**src/eipl_pkg.sv**
```systemverilog
// constants, types and helpers shared by the priority-low block
package eipl_pkg;

	// ----------------------------------------------------------------
	// register map: printed index, byte address is four times it
	// ----------------------------------------------------------------
	localparam int unsigned ADDR_W     = 12;
	localparam logic [9:0]  IDX_EN     = 10'h000;
	localparam logic [9:0]  IDX_STAT   = 10'h001;
	localparam logic [9:0]  IDX_HIGH   = 10'h0F1;
	localparam logic [9:0]  IDX_LOW    = 10'h0F8;

	// ----------------------------------------------------------------
	// field layout and reset values
	// ----------------------------------------------------------------
	localparam int unsigned NSRC       = 6;
	localparam int unsigned PRIO_W     = 5;
	localparam logic [2:0]  RSVD_ONES  = 3'h7;
	localparam logic [4:0]  PRIO_RST   = 5'h00;
	localparam logic [5:0]  EN_RST     = 6'h00;
	localparam logic [2:0]  LVL_PFAIL  = 3'h4;
	localparam logic [2:0]  LVL_NONE   = 3'h0;

	// ----------------------------------------------------------------
	// sources, in natural order (lower code wins a tie)
	// ----------------------------------------------------------------
	typedef enum logic [2:0] {
		SRC_PFAIL = 3'b000,
		SRC_EXT2  = 3'b001,
		SRC_EXT3  = 3'b010,
		SRC_EXT4  = 3'b011,
		SRC_EXT5  = 3'b100,
		SRC_WDOG  = 3'b101
	} eipl_src_t;

	// bus slave states
	typedef enum logic [1:0] {
		ST_IDLE = 2'b00,
		ST_ANS  = 2'b01
	} eipl_state_t;

	// level from a high/low bit pair: 0 natural .. 3 highest
	function automatic logic [2:0] pair_level(input logic hi, input logic lo);
		pair_level = {1'b0, hi, lo};
	endfunction : pair_level

	// word index of a byte address, aligned accesses only
	function automatic logic [9:0] word_idx(input logic [ADDR_W-1:0] a);
		word_idx = a[ADDR_W-1:2];
	endfunction : word_idx

endpackage : eipl_pkg

```
**src/eipl_arb_if.sv**
```systemverilog
// bundle between the register block and the level arbiter
`timescale 1ns/10ps
interface eipl_arb_if;
	import eipl_pkg::*;
	logic [NSRC-1:0]   req;
	logic [3*NSRC-1:0] lvl;
	logic              valid;
	eipl_src_t         src;
	logic [2:0]        level;
	modport regs (output req, lvl, input valid, src, level);
	modport arb  (input req, lvl, output valid, src, level);
endinterface : eipl_arb_if

```
**src/eipl_sync.sv**
```systemverilog
// two-stage synchroniser for a vector of pin levels
`timescale 1ns/10ps
module eipl_sync #(
	parameter int unsigned W = 6
) (
	// clock and reset
	input  wire logic         pclk,
	input  wire logic         presetn,
	// levels
	input  wire logic [W-1:0] async_in,
	output logic      [W-1:0] sync_out
);

	logic [W-1:0] meta_q;
	logic [W-1:0] meta_d;
	logic [W-1:0] sync_q;
	logic [W-1:0] sync_d;

	// first stage feeds only the second
	always_comb begin
		meta_d = async_in;
		sync_d = meta_q;
	end

	always_ff @(posedge pclk or negedge presetn) begin
		if (!presetn) begin
			meta_q <= '0;
			sync_q <= '0;
		end else begin
			meta_q <= meta_d;
			sync_q <= sync_d;
		end
	end

	assign sync_out = sync_q;

endmodule : eipl_sync

```
**src/eipl_arbiter.sv**
```systemverilog
// picks the pending source with the highest level
`timescale 1ns/10ps
module eipl_arbiter
	import eipl_pkg::*;
(
	eipl_arb_if.arb bus
);

	// ----------------------------------------------------------------
	// scan from the last source down, so a tie goes to the lower code
	// ----------------------------------------------------------------
	always_comb begin
		logic [2:0] best;
		logic [2:0] cur;
		logic       any;
		eipl_src_t  pick;
		best = LVL_NONE;
		cur  = LVL_NONE;
		any  = 1'b0;
		pick = SRC_PFAIL;
		for (int i = NSRC - 1; i >= 0; i--) begin
			cur = bus.lvl[3*i +: 3];
			if (bus.req[i] && (!any || cur >= best)) begin
				best = cur;
				any  = 1'b1;
				pick = eipl_src_t'(3'(i));
			end
		end
		bus.valid = any;
		bus.src   = pick;
		bus.level = best;
	end

endmodule : eipl_arbiter

```
**src/eipl_top.sv**
```systemverilog
// priority-low register pair, enables and level arbiter on APB
`timescale 1ns/10ps
module eipl_top
	import eipl_pkg::*;
(
	// clock and reset
	input  wire logic              pclk,
	input  wire logic              presetn,
	// apb slave
	input  wire logic              psel,
	input  wire logic              penable,
	input  wire logic              pwrite,
	input  wire logic [ADDR_W-1:0] paddr,
	input  wire logic [31:0]       pwdata,
	input  wire logic [3:0]        pstrb,
	output logic      [31:0]       prdata,
	output logic                   pready,
	output logic                   pslverr,
	// request pins, active high levels
	input  wire logic              pfail_irq_req,
	input  wire logic [3:0]        ext_irq_req,
	input  wire logic              wdog_irq_req,
	// service request towards the cpu
	output logic                   irq_valid,
	output logic      [2:0]        irq_src,
	output logic      [2:0]        irq_level
);

	// ----------------------------------------------------------------
	// state
	// ----------------------------------------------------------------
	eipl_state_t       st_q;
	eipl_state_t       st_d;
	logic [PRIO_W-1:0] prio_low_q;
	logic [PRIO_W-1:0] prio_low_d;
	logic [PRIO_W-1:0] prio_high_q;
	logic [PRIO_W-1:0] prio_high_d;
	logic [NSRC-1:0]   en_q;
	logic [NSRC-1:0]   en_d;
	logic [31:0]       prdata_q;
	logic [31:0]       prdata_d;
	logic              pready_q;
	logic              pready_d;
	logic              pslverr_q;
	logic              pslverr_d;
	logic              irq_valid_q;
	logic              irq_valid_d;
	logic [2:0]        irq_src_q;
	logic [2:0]        irq_src_d;
	logic [2:0]        irq_level_q;
	logic [2:0]        irq_level_d;

	// ----------------------------------------------------------------
	// decode helpers
	// ----------------------------------------------------------------
	logic [NSRC-1:0] raw_req;
	logic [NSRC-1:0] sync_req;
	logic [NSRC-1:0] pend;
	logic [9:0]      idx;
	logic            aligned;
	logic            hit;
	logic            wr_fire;
	logic [31:0]     rd_word;
	logic [31:0]     stat_word;

	eipl_arb_if arb_bus ();

	// ----------------------------------------------------------------
	// pin synchronisers
	// ----------------------------------------------------------------
	// all request pins are asynchronous to pclk
	// bit i of every request vector is source code i, power-fail first
	assign raw_req = {wdog_irq_req, ext_irq_req, pfail_irq_req};

	eipl_sync #(
		.W        (NSRC)
	) u_sync (
		.pclk     (pclk),
		.presetn  (presetn),
		.async_in (raw_req),
		.sync_out (sync_req)
	);

	// ----------------------------------------------------------------
	// enable gating and level encoding
	// ----------------------------------------------------------------
	// a disabled source never reaches the arbiter
	// gating after the sync keeps an enable write from meeting a half-settled pin
	assign pend = sync_req & en_q;

	always_comb begin
		arb_bus.req = pend;
		arb_bus.lvl[3*SRC_PFAIL +: 3] = LVL_PFAIL;
		// each pair: high bit from the companion, low bit from this one
		for (int i = 1; i < NSRC; i++) begin
			arb_bus.lvl[3*i +: 3] = pair_level(prio_high_q[i-1], prio_low_q[i-1]);
		end
	end

	// purely combinational pick; the winner registers below give it a full cycle
	eipl_arbiter u_arb (
		.bus (arb_bus.arb)
	);

	// ----------------------------------------------------------------
	// apb address decode
	// ----------------------------------------------------------------
	// byte address is the printed index times four
	assign idx     = word_idx(paddr);
	assign aligned = (paddr[1:0] == 2'b00);
	assign hit     = aligned && ((idx == IDX_LOW) || (idx == IDX_HIGH) ||
	                 (idx == IDX_EN) || (idx == IDX_STAT));

	// write lands only on the completing edge of the access phase
	// a refused address or a cleared lane-zero strobe leaves every bit alone
	assign wr_fire = (st_q == ST_ANS) && psel && penable && pwrite &&
	                 !pslverr_q && pstrb[0];

	// ----------------------------------------------------------------
	// status view
	// ----------------------------------------------------------------
	// built from registered winner fields so a read never sees a half-updated pick
	always_comb begin
		stat_word        = 32'h0000_0000;
		stat_word[5:0]   = pend;
		stat_word[8]     = irq_valid_q;
		stat_word[14:12] = irq_src_q;
		stat_word[18:16] = irq_level_q;
	end

	// ----------------------------------------------------------------
	// read mux
	// ----------------------------------------------------------------
	always_comb begin
		rd_word = 32'h0000_0000;
		case (idx)
			IDX_LOW: begin
				// reserved bits are forced ones, never stored, so no write reaches them
				rd_word[7:0] = {RSVD_ONES, prio_low_q};
			end
			IDX_HIGH: begin
				rd_word[7:0] = {RSVD_ONES, prio_high_q};
			end
			IDX_EN: begin
				rd_word[NSRC-1:0] = en_q;
			end
			IDX_STAT: begin
				rd_word = stat_word;
			end
			default: begin
				rd_word = 32'h0000_0000;
			end
		endcase
	end

	// ----------------------------------------------------------------
	// bus slave next state
	// ----------------------------------------------------------------
	// answer registered during setup keeps pready and prdata off the decode path, with no wait cycle
	always_comb begin
		st_d      = st_q;
		pready_d  = 1'b0;
		pslverr_d = 1'b0;
		prdata_d  = prdata_q;
		case (st_q)
			ST_IDLE: begin
				// prdata is frozen at setup; the access cycle only presents it
				if (psel && !penable) begin
					st_d      = ST_ANS;
					pready_d  = 1'b1;
					pslverr_d = !hit;
					prdata_d  = (hit && !pwrite) ? rd_word : 32'h0000_0000;
				end
			end
			ST_ANS: begin
				// pready was high this cycle, the transfer ends here
				st_d = ST_IDLE;
			end
			default: begin
				st_d = ST_IDLE;
			end
		endcase
	end

	// ----------------------------------------------------------------
	// bus slave flops
	// ----------------------------------------------------------------
	// answer registers clear so nothing stale shows after reset
	always_ff @(posedge pclk or negedge presetn) begin
		if (!presetn) begin
			st_q      <= ST_IDLE;
			prdata_q  <= 32'h0000_0000;
			pready_q  <= 1'b0;
			pslverr_q <= 1'b0;
		end else begin
			st_q      <= st_d;
			prdata_q  <= prdata_d;
			pready_q  <= pready_d;
			pslverr_q <= pslverr_d;
		end
	end

	// ----------------------------------------------------------------
	// register file next values
	// ----------------------------------------------------------------
	always_comb begin
		prio_low_d  = prio_low_q;
		prio_high_d = prio_high_q;
		en_d        = en_q;
		if (wr_fire) begin
			case (idx)
				IDX_LOW: begin
					// bits 7 to 5 of the write are dropped
					prio_low_d[4] = pwdata[4];
					prio_low_d[3] = pwdata[3];
					prio_low_d[2] = pwdata[2];
					prio_low_d[1] = pwdata[1];
					prio_low_d[0] = pwdata[0];
				end
				IDX_HIGH: begin
					// companion bits pair position for position with the low ones
					prio_high_d[4] = pwdata[4];
					prio_high_d[3] = pwdata[3];
					prio_high_d[2] = pwdata[2];
					prio_high_d[1] = pwdata[1];
					prio_high_d[0] = pwdata[0];
				end
				IDX_EN: begin
					en_d = pwdata[NSRC-1:0];
				end
				default: begin
					en_d = en_q;
				end
			endcase
		end
	end

	// ----------------------------------------------------------------
	// register file flops
	// ----------------------------------------------------------------
	// every priority bit starts at level 0, every source disabled
	always_ff @(posedge pclk or negedge presetn) begin
		if (!presetn) begin
			prio_low_q  <= PRIO_RST;
			prio_high_q <= PRIO_RST;
			en_q        <= EN_RST;
		end else begin
			prio_low_q  <= prio_low_d;
			prio_high_q <= prio_high_d;
			en_q        <= en_d;
		end
	end

	// ----------------------------------------------------------------
	// service request next values
	// ----------------------------------------------------------------
	// winner is re-evaluated every cycle, so a level change takes one edge
	always_comb begin
		irq_valid_d = arb_bus.valid;
		irq_src_d   = arb_bus.valid ? arb_bus.src : SRC_PFAIL;
		irq_level_d = arb_bus.valid ? arb_bus.level : LVL_NONE;
	end

	// ----------------------------------------------------------------
	// service request flops
	// ----------------------------------------------------------------
	// a cleared winner reads as source 0 at level 0
	always_ff @(posedge pclk or negedge presetn) begin
		if (!presetn) begin
			irq_valid_q <= 1'b0;
			irq_src_q   <= SRC_PFAIL;
			irq_level_q <= LVL_NONE;
		end else begin
			irq_valid_q <= irq_valid_d;
			irq_src_q   <= irq_src_d;
			irq_level_q <= irq_level_d;
		end
	end

	// ----------------------------------------------------------------
	// outputs, all straight from flip-flops
	// ----------------------------------------------------------------
	assign prdata    = prdata_q;
	assign pready    = pready_q;
	assign pslverr   = pslverr_q;
	assign irq_valid = irq_valid_q;
	assign irq_src   = irq_src_q;
	assign irq_level = irq_level_q;

endmodule : eipl_top

```
**config.mk**
```make
export PLATFORM = sky130hd
export DESIGN_NAME = eipl_top
export DESIGN_NICKNAME = d
export VERILOG_FILES = /design/src/eipl_pkg.sv /design/src/eipl_arb_if.sv /design/src/eipl_sync.sv /design/src/eipl_arbiter.sv /design/src/eipl_top.sv
export SDC_FILE = /design/constraint.sdc
export NUM_CORES = 1
export LEC_CHECK = 0
export BUFFER_PORTS_ARGS = -buffer_cell sky130_fd_sc_hd__buf_2
export CELL_PAD_IN_SITES_DETAIL_PLACEMENT = 0
export CELL_PAD_IN_SITES_GLOBAL_PLACEMENT = 1
export CORE_MARGIN = 2
export CORE_UTILIZATION = 35
export CTS_CLUSTER_DIAMETER = 100
export DETAILED_ROUTE_END_ITERATION = 10
export HOLD_SLACK_MARGIN = 0.06
export PLACE_DENSITY = 0.73
export SLEW_MARGIN = 20
export SYNTH_ARGS = -nofsm -noshare
export SYNTH_HDL_FRONTEND = slang
export SYNTH_SLANG_ARGS = --single-unit
```
**constraint.sdc**
```tcl
create_clock -name pclk -period 6.19 [get_ports pclk]
set_input_delay 0.3095 -clock pclk [delete_from_list [all_inputs] [get_ports pclk]]
set_output_delay 0.3095 -clock pclk [all_outputs]
set_load 0.05 [all_outputs]
```
; Word level (Yosys, flattened, before mapping)
; Index checks and enable logic that the tools add are counted.
[totals]
regBits = 71
input_bits = 59
output_inout_bits = 41
word_cells = 91
[classes]
magnitude_cmp = 5
n_eq_ne = 5
muxes = 30
bitwise_logic = 1
n_reduce_logical = 38
[ops]
columns = op, count
row1 = $mux 3, 13
row2 = $mux 32, 1
row3 = $pmux 6 s4, 1
row4 = $eq 10x8->1 const B, 2
row5 = $logic_and 1x1->1, 13
row6 = $ge 2x3->1, 4
row7 = $mux 11, 1
row8 = $eq 10x1->1 const B, 1
row9 = $logic_not 10->1, 1
row10 = $mux 1, 10
row11 = $logic_not 1->1, 9
row12 = $logic_or 1x1->1, 8
row13 = $mux 2, 4
row14 = $reduce_and 2->1, 4
row15 = $and 6x6->6, 1
row16 = $logic_not 2->1, 2
row17 = $ge 3x3->1 const A, 1
row18 = $eq 2x1->1 const B, 1
row19 = $ne 2x2->1 const B, 1
row20 = $reduce_or 2->1, 1

; Longest topological paths before layout
[depth]
word_depth = 23
mapped_depth = 23
ltp_nobuf = 23

; Modules after synthesis
; Synthesis repeated with hierarchy kept, for this count alone.
[hier_totals]
hier_cells = 276
hier_area_um2 = 2919.0
[modules_own_cells]
columns = module, n_inst, cells_per_inst, area_each_um2, seq_area_each_um2
row1 = eipl_top, 1, 160, 1874.3, 1001.0
row2 = eipl_arbiter, 1, 104, 744.5, 0.0
row3 = eipl_sync, 1, 12, 300.3, 300.3

; Worst setup path before layout
; No wires, ideal clock.
[synth_timing]
path_kind = reg-to-reg
startpoint = reg u_sync.sync_q[5] (netlist: u_sync.sync_out[5])
endpoint = reg irq_level_q[1] (netlist: irq_level[1])
setup_time_ns = 0.123
arrival_time_ns = 4.687
required_time_ns = 6.067
setup_slack_ns = 1.380
path_stages_with_launch = 23
n_path_buf = 0
period_less_slack_ns = 4.810
path_cell_list = dfrtp_1 -> and3_1 -> ha_1 -> nand2b_1 -> a211oi_1 -> or3_1 -> nand2_1 -> ha_1 -> nand2b_1 -> a221oi_1 -> or2_2 -> a31oi_1 -> ha_1 -> nand2b_1 -> a211oi_1 -> nor2_1 -> a311o_1 -> a21boi_0 -> ha_1 -> a221oi_1 -> nor3b_1 -> o21ai_0 -> a21oi_1
[synth_between]
elab_chain_cells = 23
elab_cells_between_ends = 34
cone_classes = order compare (5) / mux (13) / bitwise (1) / reduce/logical (15)
[synth_rtl]
columns = element, line_no
row1 = "start, declared", eipl_sync.sv:16  ; logic [W-1:0] sync_q;
row2 = "start signal, assigned", eipl_sync.sv:31  ; sync_q <= sync_d;
row3 = $and 6x6->6 *, eipl_top.sv:89  ; assign pend = sync_req & en_q;
row4 = $mux 2 / $mux 1 (equally long branches), eipl_arbiter.sv:23  ; if (bus.req[i] && (!any || cur >= best)) begin
row5 = $ge 2x3->1 / $logic_not 1->1 (equally long branches), eipl_arbiter.sv:23
row6 = $logic_or 1x1->1, eipl_arbiter.sv:23
row7 = $logic_and 1x1->1, eipl_arbiter.sv:23
row8 = $mux 3 / $mux 1 (equally long branches), eipl_arbiter.sv:23
row9 = $ge 2x3->1 / $logic_not 1->1 (equally long branches), eipl_arbiter.sv:23
row10 = $logic_or 1x1->1, eipl_arbiter.sv:23
row11 = [... 8 more ...], --
row12 = $logic_and 1x1->1, eipl_arbiter.sv:23
row13 = $mux 3 / $mux 1 (equally long branches), eipl_arbiter.sv:23
row14 = $ge 3x3->1 / $logic_not 1->1 (equally long branches), eipl_arbiter.sv:23
row15 = $logic_or 1x1->1, eipl_arbiter.sv:23
row16 = $logic_and 1x1->1, eipl_arbiter.sv:23
row17 = $mux 3 / $mux 1 (equally long branches), eipl_arbiter.sv:23
row18 = $mux 3 *, eipl_top.sv:261  ; irq_level_d = arb_bus.valid ? arb_bus.level : LVL_NONE;
row19 = named net irq_level_d[1], eipl_top.sv:51  ; logic [2:0] irq_level_d;
row20 = "end signal, assigned", eipl_top.sv:276  ; irq_level_q <= irq_level_d;
row21 = "end, declared", eipl_top.sv:50  ; logic [2:0] irq_level_q;
; The timed path passes the listed nets; every way through them passes the cells marked *.
; A chain may end at the register's enable or synchronous reset.

; Worst setup path after layout
[layout_timing]
startpoint = reg en_q[5]
endpoint = reg irq_level_q[1] (netlist: irq_level[1])
[layout_between]
elab_chain_cells = 23
elab_cells_between_ends = 34
cone_classes = order compare (5) / mux (13) / bitwise (1) / reduce/logical (15)
[layout_rtl]
columns = element, line_no
row1 = "start, declared", eipl_top.sv:38  ; logic [NSRC-1:0] en_q;
row2 = "start signal, assigned", eipl_top.sv:250  ; en_q <= en_d;
row3 = $and 6x6->6 *, eipl_top.sv:89
row4 = $mux 2 / $mux 1 (equally long branches), eipl_arbiter.sv:23
row5 = $ge 2x3->1 / $logic_not 1->1 (equally long branches), eipl_arbiter.sv:23
row6 = $logic_or 1x1->1, eipl_arbiter.sv:23
row7 = $logic_and 1x1->1, eipl_arbiter.sv:23
row8 = $mux 3 / $mux 1 (equally long branches), eipl_arbiter.sv:23
row9 = $ge 2x3->1 / $logic_not 1->1 (equally long branches), eipl_arbiter.sv:23
row10 = $logic_or 1x1->1, eipl_arbiter.sv:23
row11 = [... 8 more ...], --
row12 = $logic_and 1x1->1, eipl_arbiter.sv:23
row13 = $mux 3 / $mux 1 (equally long branches), eipl_arbiter.sv:23
row14 = $ge 3x3->1 / $logic_not 1->1 (equally long branches), eipl_arbiter.sv:23
row15 = $logic_or 1x1->1, eipl_arbiter.sv:23
row16 = $logic_and 1x1->1, eipl_arbiter.sv:23
row17 = $mux 3 / $mux 1 (equally long branches), eipl_arbiter.sv:23
row18 = $mux 3 *, eipl_top.sv:261
row19 = named net irq_level_d[1], eipl_top.sv:51
; Marked as above.

==> summary.md <==
| Metric | Value |
|---|---|
| Power per standard cell area | `218 nW/um^2` |
| CTS Buf Count | `5` |
| Primary FF master, synth | `dfrtp_1` |
| Grt met2 use | `between 20% and 30%` |
| Htree depth | `2` |
| Crit. End Element | `flip-flop` |
| Peak supply drop | `90.8 uV` |
| Hold Fails Final Rpt | `0` |
| GR peak layer | `met2` |
| Max frequency | `182 MHz` |
| CP max stage delay | `0.48 ns` |
| Synth top area share | `51.4%` |
| Clock power share | `37.5%` |
| Synth area leader | `dfrtp_1` |
| Full die area | `7920 sq um` |
| Most frequent cell after synthesis | `dfrtp_1` |
| Root Driver | `clkbuf_8` |
| Internal power | `0.487 mW` |
| WP depth | `23` |
| Crit path buf inv count | `0` |
| CTS Sinks | `52` |
| Min Tclk post-route | `5.50 ns` |
| Vias/cell | `4.97` |
| Sequential share of the synthesized area | `51.4%` |
| DP HPWL | `between 4000 and 5000 um` |
| Final Slew Violations | `0` |
| Psw | `0.155 mW` |
| GP Congestion | `~0.88` |
| Critical R2R Launch | `en_q[5]` |
| Residual DRC count | `0` |
| Initial Util | `36.6%` |
| Met1 GRT Util | `17.6%` |
| Min-delay worst type | `input pin to asynchronous set/reset pin` |
| Initial DRT Pass Iterations | `4` |
| Switching part of the total power | `24.2%` |
| Clk_lat worst skew | `0.30 ns` |
| Yosys cell types | `44` |
| Chip Width | `89.0 um` |
| Critical path, cell by cell | `and3_1 > ha_1 > nand2b_1 > a211oi_1 > o21ai_0 > nand2_1 > ha_1 > nand2b_1 > a221oi_1 > or2_2 > a31oi_1 > ha_1 > nand2b_1 > a211oi_1 > nor2_1 > a311o_1 > nand2_1 > ha_1 > nand2b_1 > a221oi_1 > nor3b_1 > o21ai_0 > a21oi_1` |
| Yosys reg bits | `52` |
| Vias | `between 1500 and 2000` |
| Multi-input gate area | `1110 sq um` |
| Largest fanout on the critical path | `9` |
| Post-CTS Setup Bufs | `0` |
| # resized after CTS | `0` |
| R2r endpoint | `irq_level[1]` |
| LEAKAGE | `1.44 nW` |
| Combinational power share | `8.4%` |
| Setup_tns | `0 ns` |
| Hold Buf Count CTS | `0` |
| Clock-pin slew on the worst setup and hold paths | `around 0.090 ns` |
| Startpoint types | `flip-flop` |
| First-pass GRT wire length | `8510 um` |
| Final setup fails | `0` |
| FF-to-FF path depth | `23` |
| DRT Wirelength | `5340 um` |
| Post-Syn Area per Cell | `around 11 sq um` |
| Internal reg-to-reg setup slack | `slightly below 0.7 ns` |
| Top area cells in the synthesized netlist | `dfrtp_1 51%, mux2_2 7.1%, buf_4 5.6%, a22o_1 4.2%, ha_1 4.0%` |
| List of most frequent post-synthesis cells | `52 x dfrtp_1, 20 x nand2_1, 19 x buf_4` |
| Least-Margin Pin Slew | `0.688 ns` |
| Arr. time, crit path | `approximately 5.7 ns` |
| Share of layout cells above drive strength 1 | `29.3%` |
| Drt wl/cell | `approximately 14 um` |
| Filler cells | `705` |
| CTS tree | `built` |
| Core box area | `6910 sq um` |
| Row count | `30` |
| Setup crit end | `irq_level[1]` |
| Antenna viol nets, final | `0` |
| Io pins | `100` |
| CP required | `6.38 ns` |
| Tcrit/Tclk final | `88.9%` |
| Fraction of registers with async set/reset | `100%` |
| Clock Skew | `0.00837 ns` |
| Total track usage | `14.2%` |
| Number of diodes | `0` |
| Total power | `around 0.64 mW` |
| Largest net degree at the start of global routing | `53` |
| Flip-flop and latch area | `1300 sq um` |
| P&R area growth vs syn | `16.6%` |
| Slew headroom | `between 50% and 60%` |
| Synth warn | `0` |
| Status | `complete, no violations` |
| GR Overflow Total | `0` |
| Synthesized instance count | `227` |
| Worst setup path startpoint | `en_q[5]` |
| Grt met3 use | `3.42%` |
| 1st-iter DRT viols | `between 100 and 150` |
| Initial antenna violation count | `0` |
| Number of synthesized flops with an enable pin | `0` |
| Crit-path slowest cell | `nor2_1` |
| Max Cap Violations | `0` |
| Synthesized cell area | `2530 sq um` |
| RSZ-0062 raised after global routing | `no` |
| Crit path kind | `flip-flop to flip-flop` |
| CP delay by family, top | `compound AO/OA/AOI/OAI gates` |
| IO buf count | `53` |
| Layout Nets | `349` |
| Core Util, Final | `42.7%` |
| Maximum buffer depth of the clock tree | `2` |
| Die Y | `89.0 um` |
| Seq pwr share | `a little over half` |
| Vias in the first global route | `1765` |
==> cell families (layout without fill, tap and decap cells) <==
| group | after synthesis | after routing | synth area share [%] |
|---|---|---|---|
| mux | 16 | 16 | 7.12 |
| flops | 52 | 52 | 51.4 |
| other cells | 1 | 17 | 0.148 |
| fa+ha+maj | 8 | 8 | 3.96 |
| compound gates | 50 | 50 | 14.6 |
| buf+inv | 28 | 68 | 6.97 |
| xor+xnor | 1 | 1 | 0.346 |
| simple gates | 71 | 71 | 15.4 |
==> worst min path at each step <==
stage / to / slack, ns / cells past startpoint
after floorplan: en_q[0] / 0.01 / 0
after global placement: u_sync.sync_out[1] / 0.33 / 0
after detailed placement: u_sync.sync_out[1] / 0.33 / 0
after CTS: u_sync.meta_q[0] / 0.09 / 1
after global routing: u_sync.sync_out[3] / 0.08 / 1
final: prdata[17] / 0.03 / 1
==> state kept, by name (all words and copies together) (netlist names) <==
| signal | count |
|---|---|
| prio_low_q | 5 |
| st_q | 1 |
| pready | 1 |
| irq_valid | 1 |
| irq_level | 3 |
| u_sync.meta_q | 6 |
| u_sync.sync_out | 6 |
| prdata | 14 |
| pslverr | 1 |
| en_q | 6 |
| prio_high_q | 5 |
| irq_src | 3 |
==> placed cells by master (no fill, tap or decap), types with 8 or more instances in the layout <==
master     n
buf_2     52
nand2b_1  11
conb_1    17
o21ai_0   10
nand2_1   20
mux2_2    16
dfrtp_1   52
a22o_1    12
nor2_1     9
ha_1       8
==> power groups by stage <==
stage / sequential [mW] / clock, mW / combinational [mW]
floorplan: 0.356 / 0 / 0.0395
global placement: 0.354 / 0 / 0.0537
detailed placement: 0.354 / 0 / 0.0544
CTS: 0.347 / 0.249 / 0.0545
global route: 0.348 / 0.262 / 0.0590
finish: 0.347 / 0.241 / 0.0540
==> layout make-up <==
class                           count  area share, %
Multi-Input combinational cell    163           37.7
Inverter                            7          0.891
Timing Repair Buffer               53           9.08
Clock inverter                      2           1.32
Tap cell                           96           4.07
Clock buffer                        6           2.80
Sequential cell                    52           44.1
==> metal layers <==
metal / up-vias / part of all wire, % / routed length (um)
met4: 0 / 1.3 / 70
met3: 5 / 6.0 / 320
met5: - / 0 / 0
met2: 77 / 48 / 2560
met1: 897 / 45 / 2400
li1: 904 / - / -
==> per-stage QoR <==
| stage | hold slack, ns | cell area [sq um] | std cells | setup WS [ns] |
|---|---|---|---|---|
| detailed placement | 0.335 | 2830 | 371 | 0.802 |
| CTS | 0.0921 | 2950 | 379 | 0.776 |
| global placement | 0.333 | 2830 | 371 | 0.819 |
| finish | 0.0260 | 2950 | 379 | 0.689 |
| global route | 0.0755 | 2950 | 379 | 0.138 |
| floorplan | 0.0139 | 2590 | 243 | 1.38 |
No activity file was read; power rests on OpenSTA's default activity.
